## src/shared/irq_frontend_pkg.sv

```systemverilog
// Constants shared by the interrupt request front end and its synchroniser.
// Assumes a single 200 MHz clock and an AXI4-Lite master with 32-bit data.
package irq_frontend_pkg;

    // -------------------------------------------------------------------
    // Clocking and timing
    // -------------------------------------------------------------------
    localparam int          CLK_PERIOD_NS  = 5;
    localparam int          PROCESSOR_CLOCK_OUT_DIV     = 2;
    // Acknowledge strobe lasts one processor clock period
    localparam int          ACK_LOW_NS     = CLK_PERIOD_NS * PROCESSOR_CLOCK_OUT_DIV;
    localparam int          ACK_LOW_CYCLES = (ACK_LOW_NS + CLK_PERIOD_NS - 1) / CLK_PERIOD_NS;
    localparam int          SYNC_STAGES    = 2;

    // -------------------------------------------------------------------
    // Request inputs
    // -------------------------------------------------------------------
    localparam int          NUM_REQ        = 4;
    localparam int          NUM_SYNC       = NUM_REQ + 1;
    localparam int          NMI_BIT        = 4;
    localparam logic [7:0]  NMI_TYPE       = 8'h02;

    // -------------------------------------------------------------------
    // Register offsets
    // -------------------------------------------------------------------
    localparam logic [7:0]  OFS_CTRL       = 8'h00;
    localparam logic [7:0]  OFS_STATUS     = 8'h04;
    localparam logic [7:0]  OFS_IRQ_MASK   = 8'h08;
    localparam logic [7:0]  OFS_REQ_ENABLE = 8'h0c;
    localparam logic [7:0]  OFS_PENDING    = 8'h10;

    // -------------------------------------------------------------------
    // Control fields
    // -------------------------------------------------------------------
    localparam int          CTRL_EDGE_LSB  = 0;
    localparam int          CTRL_ACK0_BIT  = 4;
    localparam int          CTRL_ACK1_BIT  = 5;
    localparam int          CTRL_SLAVE_BIT = 6;
    localparam int          CTRL_WIDTH     = 7;

    // -------------------------------------------------------------------
    // Reset values
    // -------------------------------------------------------------------
    localparam logic [6:0]  CTRL_RST       = 7'h00;
    localparam logic [4:0]  STATUS_RST     = 5'h00;
    localparam logic [4:0]  IRQ_MASK_RST   = 5'h00;
    localparam logic [3:0]  REQ_ENABLE_RST = 4'h0;

    // -------------------------------------------------------------------
    // Bus responses
    // -------------------------------------------------------------------
    localparam logic [1:0]  RESP_OKAY      = 2'b00;
    localparam logic [1:0]  RESP_SLVERR    = 2'b10;

endpackage : irq_frontend_pkg

```

## src/shared/pin_sync_if.sv

```systemverilog
// Carrier between the front end and its input synchroniser.
// Raw side is asynchronous; synced side is on aclk.
`timescale 1ns/100ps
interface pin_sync_if #(
    parameter int WIDTH = 5
);
    logic [WIDTH-1:0] raw;
    logic [WIDTH-1:0] synced;

    modport user (output raw, input synced);
    modport sync (input raw, output synced);
endinterface : pin_sync_if

```

## src/hdl/pin_sync.sv

```systemverilog
// Multi-stage synchroniser for asynchronous request pins.
// Assumes each bit is an independent level; no bus coherence is kept.
`timescale 1ns/100ps
module pin_sync #(
    parameter int WIDTH  = 5,
    parameter int STAGES = irq_frontend_pkg::SYNC_STAGES
) (
    // Clock and reset
    input  wire logic aclk,
    input  wire logic aresetn,
    // Pins in, synchronised levels out
    pin_sync_if.sync  pins
);

    logic [WIDTH-1:0] chain_ff [STAGES];

    always_ff @(posedge aclk) begin
        if (!aresetn) begin
            for (int i = 0; i < STAGES; i++) begin
                chain_ff[i] <= '0;
            end
        end else begin
            chain_ff[0] <= pins.raw;
            for (int i = 1; i < STAGES; i++) begin
                chain_ff[i] <= chain_ff[i-1];
            end
        end
    end

    // Only the last stage is visible to logic
    assign pins.synced = chain_ff[STAGES-1];

endmodule : pin_sync

```

## src/hdl/irq_frontend.sv

```systemverilog
// External interrupt request front end: one non-maskable pin, four maskable
// request pins, two of which can turn into active-low acknowledge outputs.
// Assumes the core presents instruction boundaries on aclk and that software
// configures the block over AXI4-Lite.
//
// How it works
// - Rising edge on the non-maskable pin is synchronised, latched, raises type 2.
// - Latched non-maskable request is taken only at an instruction boundary.
// - Nothing in software can mask or disable the non-maskable request.
// - Request pins used as inputs are active high and synchronised first.
// - Pins 2 and 3 may become active-low acknowledges for requests 0 and 1.
// - Outside slave mode, each maskable input picks edge or level detection independently.
// - Slave mode changes pin functions for use under a master controller.
// - Processor clock is aclk divided by two; sampling follows it.
//
// The implementer's own choices: register access over AXI4-Lite and the register offsets.
`timescale 1ns/100ps
module irq_frontend #(
    parameter logic [7:0] INT_TYPE_BASE = 8'h0c
) (
    // Clock and reset
    input  wire logic        aclk,
    input  wire logic        aresetn,
    // AXI4-Lite write address
    input  wire logic [7:0]  s_axi_awaddr,
    input  wire logic        s_axi_awvalid,
    output logic             s_axi_awready,
    // AXI4-Lite write data
    input  wire logic [31:0] s_axi_wdata,
    input  wire logic [3:0]  s_axi_wstrb,
    input  wire logic        s_axi_wvalid,
    output logic             s_axi_wready,
    // AXI4-Lite write response
    output logic [1:0]       s_axi_bresp,
    output logic             s_axi_bvalid,
    input  wire logic        s_axi_bready,
    // AXI4-Lite read address
    input  wire logic [7:0]  s_axi_araddr,
    input  wire logic        s_axi_arvalid,
    output logic             s_axi_arready,
    // AXI4-Lite read data
    output logic [31:0]      s_axi_rdata,
    output logic [1:0]       s_axi_rresp,
    output logic             s_axi_rvalid,
    input  wire logic        s_axi_rready,
    // Interrupt pins
    input  wire logic        nmi_pin,
    input  wire logic        request_pin_0,
    input  wire logic        request_pin_1_or_slave_select,
    input  wire logic        request_pin_2_in,
    output logic             request_pin_2_or_ack_out_0,
    output logic             request_pin_2_oe,
    input  wire logic        request_pin_3_in,
    output logic             request_pin_3_or_ack_out_1,
    output logic             request_pin_3_oe,
    output logic             processor_clock_out,
    // Core side
    input  wire logic        inst_boundary,
    output logic             take_valid,
    output logic [7:0]       take_type,
    // Event interrupt
    output logic             irq
);

    // -------------------------------------------------------------------
    // Register map helpers
    // -------------------------------------------------------------------
    function automatic logic addr_mapped(input logic [7:0] a);
        return a == irq_frontend_pkg::OFS_CTRL     || a == irq_frontend_pkg::OFS_STATUS
            || a == irq_frontend_pkg::OFS_IRQ_MASK || a == irq_frontend_pkg::OFS_REQ_ENABLE
            || a == irq_frontend_pkg::OFS_PENDING;
    endfunction : addr_mapped

    logic [6:0]  ctrl_ff;
    logic [4:0]  status_ff;
    logic [4:0]  irq_mask_ff;
    logic [3:0]  req_enable_ff;
    logic [7:0]  awaddr_ff;
    logic [31:0] wdata_ff;
    logic        wstrb0_ff;
    logic        aw_got_ff;
    logic        w_got_ff;
    logic        wr_fire;
    logic        sts_write;
    logic [4:0]  sts_clear;

    assign wr_fire   = aw_got_ff && w_got_ff && !s_axi_bvalid;
    assign sts_write = wr_fire && wstrb0_ff && awaddr_ff == irq_frontend_pkg::OFS_STATUS;
    assign sts_clear = sts_write ? wdata_ff[4:0] : 5'h00;

    // -------------------------------------------------------------------
    // Processor clock divider
    // -------------------------------------------------------------------
    logic processor_clock_out_ff;
    logic sample_tick;

    always_ff @(posedge aclk) begin
        if (!aresetn) begin
            processor_clock_out_ff <= 1'b0;
        end else begin
            processor_clock_out_ff <= ~processor_clock_out_ff;
        end
    end

    // Sample once per processor clock, at its rising edge
    assign sample_tick = !processor_clock_out_ff;

    always_ff @(posedge aclk) begin
        if (!aresetn) begin
            processor_clock_out <= 1'b0;
        end else begin
            processor_clock_out <= ~processor_clock_out_ff;
        end
    end

    // -------------------------------------------------------------------
    // Input synchronisation
    // -------------------------------------------------------------------
    pin_sync_if #(.WIDTH(irq_frontend_pkg::NUM_SYNC)) sync_bus ();

    assign sync_bus.raw = {nmi_pin, request_pin_3_in, request_pin_2_in,
                           request_pin_1_or_slave_select, request_pin_0};

    pin_sync #(
        .WIDTH  (irq_frontend_pkg::NUM_SYNC),
        .STAGES (irq_frontend_pkg::SYNC_STAGES)
    ) u_sync (
        .aclk    (aclk),
        .aresetn (aresetn),
        .pins    (sync_bus.sync)
    );

    // -------------------------------------------------------------------
    // Sampling and detection
    // -------------------------------------------------------------------
    logic [4:0] samp_ff;
    logic [4:0] prev_ff;
    logic       ack_mode0;
    logic       ack_mode1;
    logic       slave_mode;
    logic [3:0] edge_sel;
    logic [3:0] req_used;
    logic [3:0] req_rise;
    logic       nmi_rise;

    assign ack_mode0  = ctrl_ff[irq_frontend_pkg::CTRL_ACK0_BIT];
    assign ack_mode1  = ctrl_ff[irq_frontend_pkg::CTRL_ACK1_BIT];
    assign slave_mode = ctrl_ff[irq_frontend_pkg::CTRL_SLAVE_BIT];
    // Slave mode forces level detection: the master holds its request
    assign edge_sel   = slave_mode ? 4'h0 : ctrl_ff[3:0];

    // Pins turned into outputs no longer request anything
    assign req_used = slave_mode ? 4'h1
                                 : {!ack_mode1 && !slave_mode, !ack_mode0, 2'b11};

    always_ff @(posedge aclk) begin
        if (!aresetn) begin
            samp_ff <= 5'h00;
            prev_ff <= 5'h00;
        end else if (sample_tick) begin
            samp_ff <= sync_bus.synced;
            prev_ff <= samp_ff;
        end
    end

    // Edges seen between processor-clock samples, so a pulse must span a period
    assign nmi_rise = sample_tick && samp_ff[irq_frontend_pkg::NMI_BIT]
                      && !prev_ff[irq_frontend_pkg::NMI_BIT];
    assign req_rise = {4{sample_tick}} & samp_ff[3:0] & ~prev_ff[3:0];

    // -------------------------------------------------------------------
    // Request latches
    // -------------------------------------------------------------------
    logic       nmi_pend_ff;
    logic [3:0] edge_latch_ff;
    logic [3:0] req_pend;
    logic [3:0] req_ready;
    logic       take_nmi;
    logic       take_int;
    logic [1:0] take_id;
    logic [3:0] take_onehot;

    // Level inputs are only honoured while held high
    assign req_pend  = req_used & ((edge_sel & edge_latch_ff) | (~edge_sel & samp_ff[3:0]));
    assign req_ready = req_pend & req_enable_ff;

    // Non-maskable path has no enable term at all
    assign take_nmi = inst_boundary && nmi_pend_ff;
    assign take_int = inst_boundary && !nmi_pend_ff && |req_ready;

    always_comb begin
        take_id = 2'd0;
        for (int i = irq_frontend_pkg::NUM_REQ - 1; i >= 0; i--) begin
            if (req_ready[i]) begin
                take_id = 2'(i);
            end
        end
    end

    assign take_onehot = take_int ? (4'h1 << take_id) : 4'h0;

    always_ff @(posedge aclk) begin
        if (!aresetn) begin
            nmi_pend_ff <= 1'b0;
        end else if (nmi_rise) begin
            nmi_pend_ff <= 1'b1;
        end else if (take_nmi) begin
            nmi_pend_ff <= 1'b0;
        end
    end

    always_ff @(posedge aclk) begin
        if (!aresetn) begin
            edge_latch_ff <= 4'h0;
        end else begin
            // A fresh edge beats an acknowledge in the same cycle
            edge_latch_ff <= (edge_latch_ff & ~take_onehot) | (req_rise & edge_sel);
        end
    end

    always_ff @(posedge aclk) begin
        if (!aresetn) begin
            take_valid <= 1'b0;
            take_type  <= 8'h00;
        end else begin
            take_valid <= take_nmi || take_int;
            if (take_nmi) begin
                take_type <= irq_frontend_pkg::NMI_TYPE;
            end else if (take_int) begin
                take_type <= INT_TYPE_BASE + {6'h00, take_id};
            end
        end
    end

    // -------------------------------------------------------------------
    // Acknowledge and slave request outputs
    // -------------------------------------------------------------------
    logic [1:0] ack_cnt0_ff;
    logic [1:0] ack_cnt1_ff;
    logic       ack_cnt_load0;
    logic       ack_cnt_load1;

    assign ack_cnt_load0 = take_onehot[0] && ack_mode0;
    assign ack_cnt_load1 = take_onehot[1] && ack_mode1 && !slave_mode;

    always_ff @(posedge aclk) begin
        if (!aresetn) begin
            ack_cnt0_ff <= 2'd0;
            ack_cnt1_ff <= 2'd0;
        end else begin
            if (ack_cnt_load0) begin
                ack_cnt0_ff <= 2'(irq_frontend_pkg::ACK_LOW_CYCLES);
            end else if (ack_cnt0_ff != 2'd0) begin
                ack_cnt0_ff <= ack_cnt0_ff - 2'd1;
            end
            if (ack_cnt_load1) begin
                ack_cnt1_ff <= 2'(irq_frontend_pkg::ACK_LOW_CYCLES);
            end else if (ack_cnt1_ff != 2'd0) begin
                ack_cnt1_ff <= ack_cnt1_ff - 2'd1;
            end
        end
    end

    always_ff @(posedge aclk) begin
        if (!aresetn) begin
            request_pin_2_or_ack_out_0 <= 1'b1;
            request_pin_2_oe           <= 1'b0;
            request_pin_3_or_ack_out_1 <= 1'b1;
            request_pin_3_oe           <= 1'b0;
        end else begin
            request_pin_2_oe           <= ack_mode0;
            request_pin_2_or_ack_out_0 <= !(ack_cnt_load0 || ack_cnt0_ff > 2'd1);
            if (slave_mode) begin
                // Pin 3 reports a pending request upward to the master
                request_pin_3_oe           <= 1'b1;
                request_pin_3_or_ack_out_1 <= |req_ready;
            end else begin
                request_pin_3_oe           <= ack_mode1;
                request_pin_3_or_ack_out_1 <= !(ack_cnt_load1 || ack_cnt1_ff > 2'd1);
            end
        end
    end

    // -------------------------------------------------------------------
    // Event status and interrupt
    // -------------------------------------------------------------------
    logic [4:0] events;

    assign events = {nmi_rise, req_rise & req_used};

    always_ff @(posedge aclk) begin
        if (!aresetn) begin
            status_ff <= irq_frontend_pkg::STATUS_RST;
        end else begin
            // Set wins over a write-one clear in the same cycle
            status_ff <= (status_ff & ~sts_clear) | events;
        end
    end

    always_ff @(posedge aclk) begin
        if (!aresetn) begin
            irq <= 1'b0;
        end else begin
            irq <= |((status_ff & ~sts_clear | events) & irq_mask_ff);
        end
    end

    // -------------------------------------------------------------------
    // AXI4-Lite write side
    // -------------------------------------------------------------------
    always_ff @(posedge aclk) begin
        if (!aresetn) begin
            aw_got_ff     <= 1'b0;
            awaddr_ff     <= 8'h00;
            s_axi_awready <= 1'b0;
        end else if (s_axi_awvalid && s_axi_awready) begin
            aw_got_ff     <= 1'b1;
            awaddr_ff     <= {s_axi_awaddr[7:2], 2'b00};
            s_axi_awready <= 1'b0;
        end else if (s_axi_bvalid && s_axi_bready) begin
            aw_got_ff     <= 1'b0;
            s_axi_awready <= 1'b1;
        end else if (!aw_got_ff && !s_axi_bvalid) begin
            s_axi_awready <= 1'b1;
        end
    end

    always_ff @(posedge aclk) begin
        if (!aresetn) begin
            w_got_ff     <= 1'b0;
            wdata_ff     <= 32'h0000_0000;
            wstrb0_ff    <= 1'b0;
            s_axi_wready <= 1'b0;
        end else if (s_axi_wvalid && s_axi_wready) begin
            w_got_ff     <= 1'b1;
            wdata_ff     <= s_axi_wdata;
            wstrb0_ff    <= s_axi_wstrb[0];
            s_axi_wready <= 1'b0;
        end else if (s_axi_bvalid && s_axi_bready) begin
            w_got_ff     <= 1'b0;
            s_axi_wready <= 1'b1;
        end else if (!w_got_ff && !s_axi_bvalid) begin
            s_axi_wready <= 1'b1;
        end
    end

    always_ff @(posedge aclk) begin
        if (!aresetn) begin
            s_axi_bvalid <= 1'b0;
            s_axi_bresp  <= irq_frontend_pkg::RESP_OKAY;
        end else if (wr_fire) begin
            s_axi_bvalid <= 1'b1;
            s_axi_bresp  <= addr_mapped(awaddr_ff) ? irq_frontend_pkg::RESP_OKAY
                                                   : irq_frontend_pkg::RESP_SLVERR;
        end else if (s_axi_bready) begin
            s_axi_bvalid <= 1'b0;
        end
    end

    // All fields live in byte lane 0; other lanes are ignored
    always_ff @(posedge aclk) begin
        if (!aresetn) begin
            ctrl_ff       <= irq_frontend_pkg::CTRL_RST;
            irq_mask_ff   <= irq_frontend_pkg::IRQ_MASK_RST;
            req_enable_ff <= irq_frontend_pkg::REQ_ENABLE_RST;
        end else if (wr_fire && wstrb0_ff) begin
            if (awaddr_ff == irq_frontend_pkg::OFS_CTRL) begin
                ctrl_ff <= wdata_ff[irq_frontend_pkg::CTRL_WIDTH-1:0];
            end
            if (awaddr_ff == irq_frontend_pkg::OFS_IRQ_MASK) begin
                irq_mask_ff <= wdata_ff[4:0];
            end
            if (awaddr_ff == irq_frontend_pkg::OFS_REQ_ENABLE) begin
                req_enable_ff <= wdata_ff[3:0];
            end
        end
    end

    // -------------------------------------------------------------------
    // AXI4-Lite read side
    // -------------------------------------------------------------------
    logic [31:0] rd_word;

    always_comb begin
        rd_word = 32'h0000_0000;
        unique case (s_axi_araddr[7:2])
            irq_frontend_pkg::OFS_CTRL[7:2]:       rd_word = {25'h0, ctrl_ff};
            irq_frontend_pkg::OFS_STATUS[7:2]:     rd_word = {27'h0, status_ff};
            irq_frontend_pkg::OFS_IRQ_MASK[7:2]:   rd_word = {27'h0, irq_mask_ff};
            irq_frontend_pkg::OFS_REQ_ENABLE[7:2]: rd_word = {28'h0, req_enable_ff};
            irq_frontend_pkg::OFS_PENDING[7:2]:    rd_word = {27'h0, nmi_pend_ff, req_pend};
            default:                               rd_word = 32'h0000_0000;
        endcase
    end

    always_ff @(posedge aclk) begin
        if (!aresetn) begin
            s_axi_arready <= 1'b0;
            s_axi_rvalid  <= 1'b0;
            s_axi_rdata   <= 32'h0000_0000;
            s_axi_rresp   <= irq_frontend_pkg::RESP_OKAY;
        end else if (s_axi_arvalid && s_axi_arready) begin
            s_axi_arready <= 1'b0;
            s_axi_rvalid  <= 1'b1;
            s_axi_rdata   <= rd_word;
            s_axi_rresp   <= addr_mapped({s_axi_araddr[7:2], 2'b00})
                             ? irq_frontend_pkg::RESP_OKAY : irq_frontend_pkg::RESP_SLVERR;
        end else if (s_axi_rvalid && s_axi_rready) begin
            s_axi_rvalid  <= 1'b0;
            s_axi_arready <= 1'b1;
        end else if (!s_axi_rvalid) begin
            s_axi_arready <= 1'b1;
        end
    end

endmodule : irq_frontend

```

## config.mk

```make
export PLATFORM = sky130hd
export DESIGN_NAME = irq_frontend
export DESIGN_NICKNAME = d
export VERILOG_FILES = /design/src/shared/irq_frontend_pkg.sv /design/src/shared/pin_sync_if.sv /design/src/hdl/pin_sync.sv /design/src/hdl/irq_frontend.sv
export SDC_FILE = /design/constraint.sdc
export NUM_CORES = 1
export LEC_CHECK = 0
export BUFFER_PORTS_ARGS = -buffer_cell sky130_fd_sc_hd__buf_2
export CORE_AREA = 2 2 91 93
export CTS_BUF_LIST = sky130_fd_sc_hd__clkbuf_2
export DETAILED_ROUTE_END_ITERATION = 10
export DIE_AREA = 0 0 93 95
export PLACE_DENSITY = 0.78
export SYNTH_ARGS = -nofsm -noshare
export SYNTH_HDL_FRONTEND = slang
export SYNTH_SLANG_ARGS = --single-unit
```

## constraint.sdc

```tcl
create_clock -name aclk -period 2.4 [get_ports aclk]
set_clock_uncertainty 0.05 [all_clocks]
set_input_delay 0.12 -clock aclk [delete_from_list [all_inputs] [get_ports aclk]]
set_output_delay 0.12 -clock aclk [all_outputs]
set_load 0.02 [all_outputs]
```

==> flow_summary.yaml <==
placement:
  post-place-ws_ps: 479.5
  numPortBuffers: 57
  dp_hpwl_um: 6179
  placed_cell_area_um2: 4290
  dp_cells: 588
  place.gp.congestion: 1.012
power_and_ir_drop:
  power_density_nw_per_um2: 533.2
  peakVddDrop_uv: 289.1
  power.total_mw: 2.558
  p_leak_nw: 1.955
cells_and_area:
  antenna_cells: 0
  utilization_pct: 60.51
  drive_above_1_share_pct: 17.78
  final_area_um2: 4797
  n_fill_cell: 697
  final_common_cell: "dfxtp_1"
  area_growth_pct: 18.22
  layout.cells.non_filler: 645
  final_cell_mix: "dfxtp_1 (90), nand2_1 (67), buf_2 (57)"
  final_nets: 600
critical_path:
  crit_start: "ctrl_ff[6]"
  reg2reg_slack_ps: 380
  r2r_end: "request_pin_3_or_ack_out_1"
  required_ps: 2760
  critPathBufInv: 0
  critPathCaptureType: "register"
  critical_path_class: "reg -> reg"
  worst_ep_arrival_time_ps: 2380
  startpoint_type: "register"
  reg2reg_depth: 5
  cpPeakStageDelay_ps: 480
  cp_top_family: "simple AND/OR/NAND/NOR gates"
  crit_chain: "nor2b_1, mux2i_1, o21ai_0, nor3_1, o311ai_0"
  r2r_start: "ctrl_ff[6]"
  critPathMaxFanout: 10
  crit_path_top_delay_cell: "dfxtp_1"
synthesis:
  synth_top_area_share_pct: 44.40
  synth_area_um2: 4058
  syn_area_per_cell_um2: 9.139
  yosys.area.top_type: "dfxtp_1"
  synth_edf_count: 0
  synthCells: 444
  ys_top_cells_by_area: "dfxtp_1 (44%), nand2_1 (6.2%), buf_4 (6.1%)"
  synth.distinct_cells: 54
  yosysWarnings: 0
  synth-seq-cells: 90
  postSynth.asyncResetShare_pct: 0
  ys_seq_area_share_pct: 44.40
  synth_ff_type: "dfxtp_1"
cts:
  cts_tree: "yes"
  clockRootBuffer: "clkbuf_2"
  cts_inserted_buffers: 9
  clock-sinks: 90
  h-tree-depth: 3
  cts_buffer_depth: 2
  path_clk_slew_ps: 250
  clock_latency_ps: 540
  cts_resized: 0
timing:
  tightest_slew_ps: 863.5
  rsz0062_at_grt: "false"
  finalCritPeriodShare_pct: 84.19
  finalHoldViolCount: 0
  setup_slack_ps: 379.5
  maxSlewViolCount: 0
  timing.fmax_ghz: 0.4949
  max-slew-margin-rel_pct: 42.43
  whs_ps: 43.57
  period_minus_slack_ps: 2021
  fin_tns_setup_ps: 0
  setup_viol: 0
global_route:
  grt_max_degree: 57
  grt_overflow: 0
  track_usage_pct: 21.20
  antenna_found_initial: 0
  grt_pass1_vias: 3213
  grt_pass1_wl_um: 14700
floorplan:
  start_util_pct: 51.18
  coreArea_um2: 7928
  die_x_um: 93
  rows: 33
  boundaryPins: 121
  die_area_um2: 8835
  die_height_um: 95
min_path:
  hp-class: "in -> reg"
  min_to: "s_axi_rdata[6]"
  hold_start: "s_axi_araddr[2]"
  holdPathStages: 4
drt:
  routed-via-count: 3324
  drcViolationCount: 0
  drt_iter0_drc: 123
  drt-wirelength-per-cell_um: 13.75
  antenna_left: 0
  vias_per_cell: 5.153
  first_pass_iters: 4
  routed_wl_um: 8868
outcome:
  outcome: "finished, final reports clean"
job:
  maxCapViolCount: 0
[final cells by class]
class / count / area [µm²] / area share (%)
multi-input cells: 325 / 2012 / 41.94
clock inverters: 7 / 51.30 / 1.069
clock buffers: 9 / 45.04 / 0.9390
inverters: 6 / 22.52 / 0.4695
well taps: 105 / 131.4 / 2.739
flip-flops and latches: 90 / 1802 / 37.56
repair buffers: 103 / 733.2 / 15.28
[layer usage]
| metal | global-route usage [%] | share of wire [%] |
|---|---|---|
| met4 | 9.069 | 2.5 |
| met5 | 0 | 0 |
| met3 | 5.108 | 5.7 |
| met1 | 25.35 | 42 |
| met2 | 36.47 | 50 |
[kinds of logic after synthesis]
kind of cell / Yosys count / share of synthesized area [%]
other: 1 / 0.09242
buffers and inverters: 59 / 8.788
flip-flops: 90 / 44.40
AO/OA/AOI/OAI: 89 / 15.91
multiplexers: 27 / 7.154
AND/OR/NAND/NOR: 178 / 23.65
[state kept, by name, summed over array words and instances (netlist names), 2 cells and up]
name             cells
u_sync.chain_ff     10
ctrl_ff              7
s_axi_rdata          7
wdata_ff             7
awaddr_ff            6
irq_mask_ff          5
prev_ff              5
samp_ff              5
status_ff            5
edge_latch_ff        4
req_enable_ff        4
take_type            3
ack_cnt0_ff          2
ack_cnt1_ff          2
[power by group]
group / internal, mW / switching, mW / total, mW / leakage (nW)
Clock: 0.147 / 0.524 / 0.671 / 0.0611
Sequential: 1.54 / 0.0404 / 1.58 / 0.732
Combinational: 0.136 / 0.168 / 0.304 / 1.16
[worst max path at each step]
stage	endpoint	cells after the start
floorplan	irq	6
detailed placement	request_pin_3_or_ack_out_1	5
CTS	request_pin_3_or_ack_out_1	5
finish	request_pin_3_or_ack_out_1	5
global route	edge_latch_ff[3]	5
global placement	request_pin_3_or_ack_out_1	5
[worst register-to-register path: cells and delay by family (launching register included)]
kind            cells  cell delay, ps
compound gates      2             380
mux                 1             370
flops               1             480
simple gates        2             610
[Yosys cell counts, types with 7 or more instances]
library cell,instances
a21boi_0,32
a21oi_1,9
and2_1,17
buf_4,33
clkbuf_1,17
dfxtp_1,90
mux2i_1,20
nand2_1,67
nand2b_1,7
nand3_1,13
nor2_1,14
nor2b_1,33
o21ai_0,14
[what timing repair did]
action,in CTS,in global routing
endpoints found under the setup margin,0,0
endpoints found under the hold margin,34,0
setup buffers,0,0
hold buffers,41,0
(Power assumes the default switching activity.)
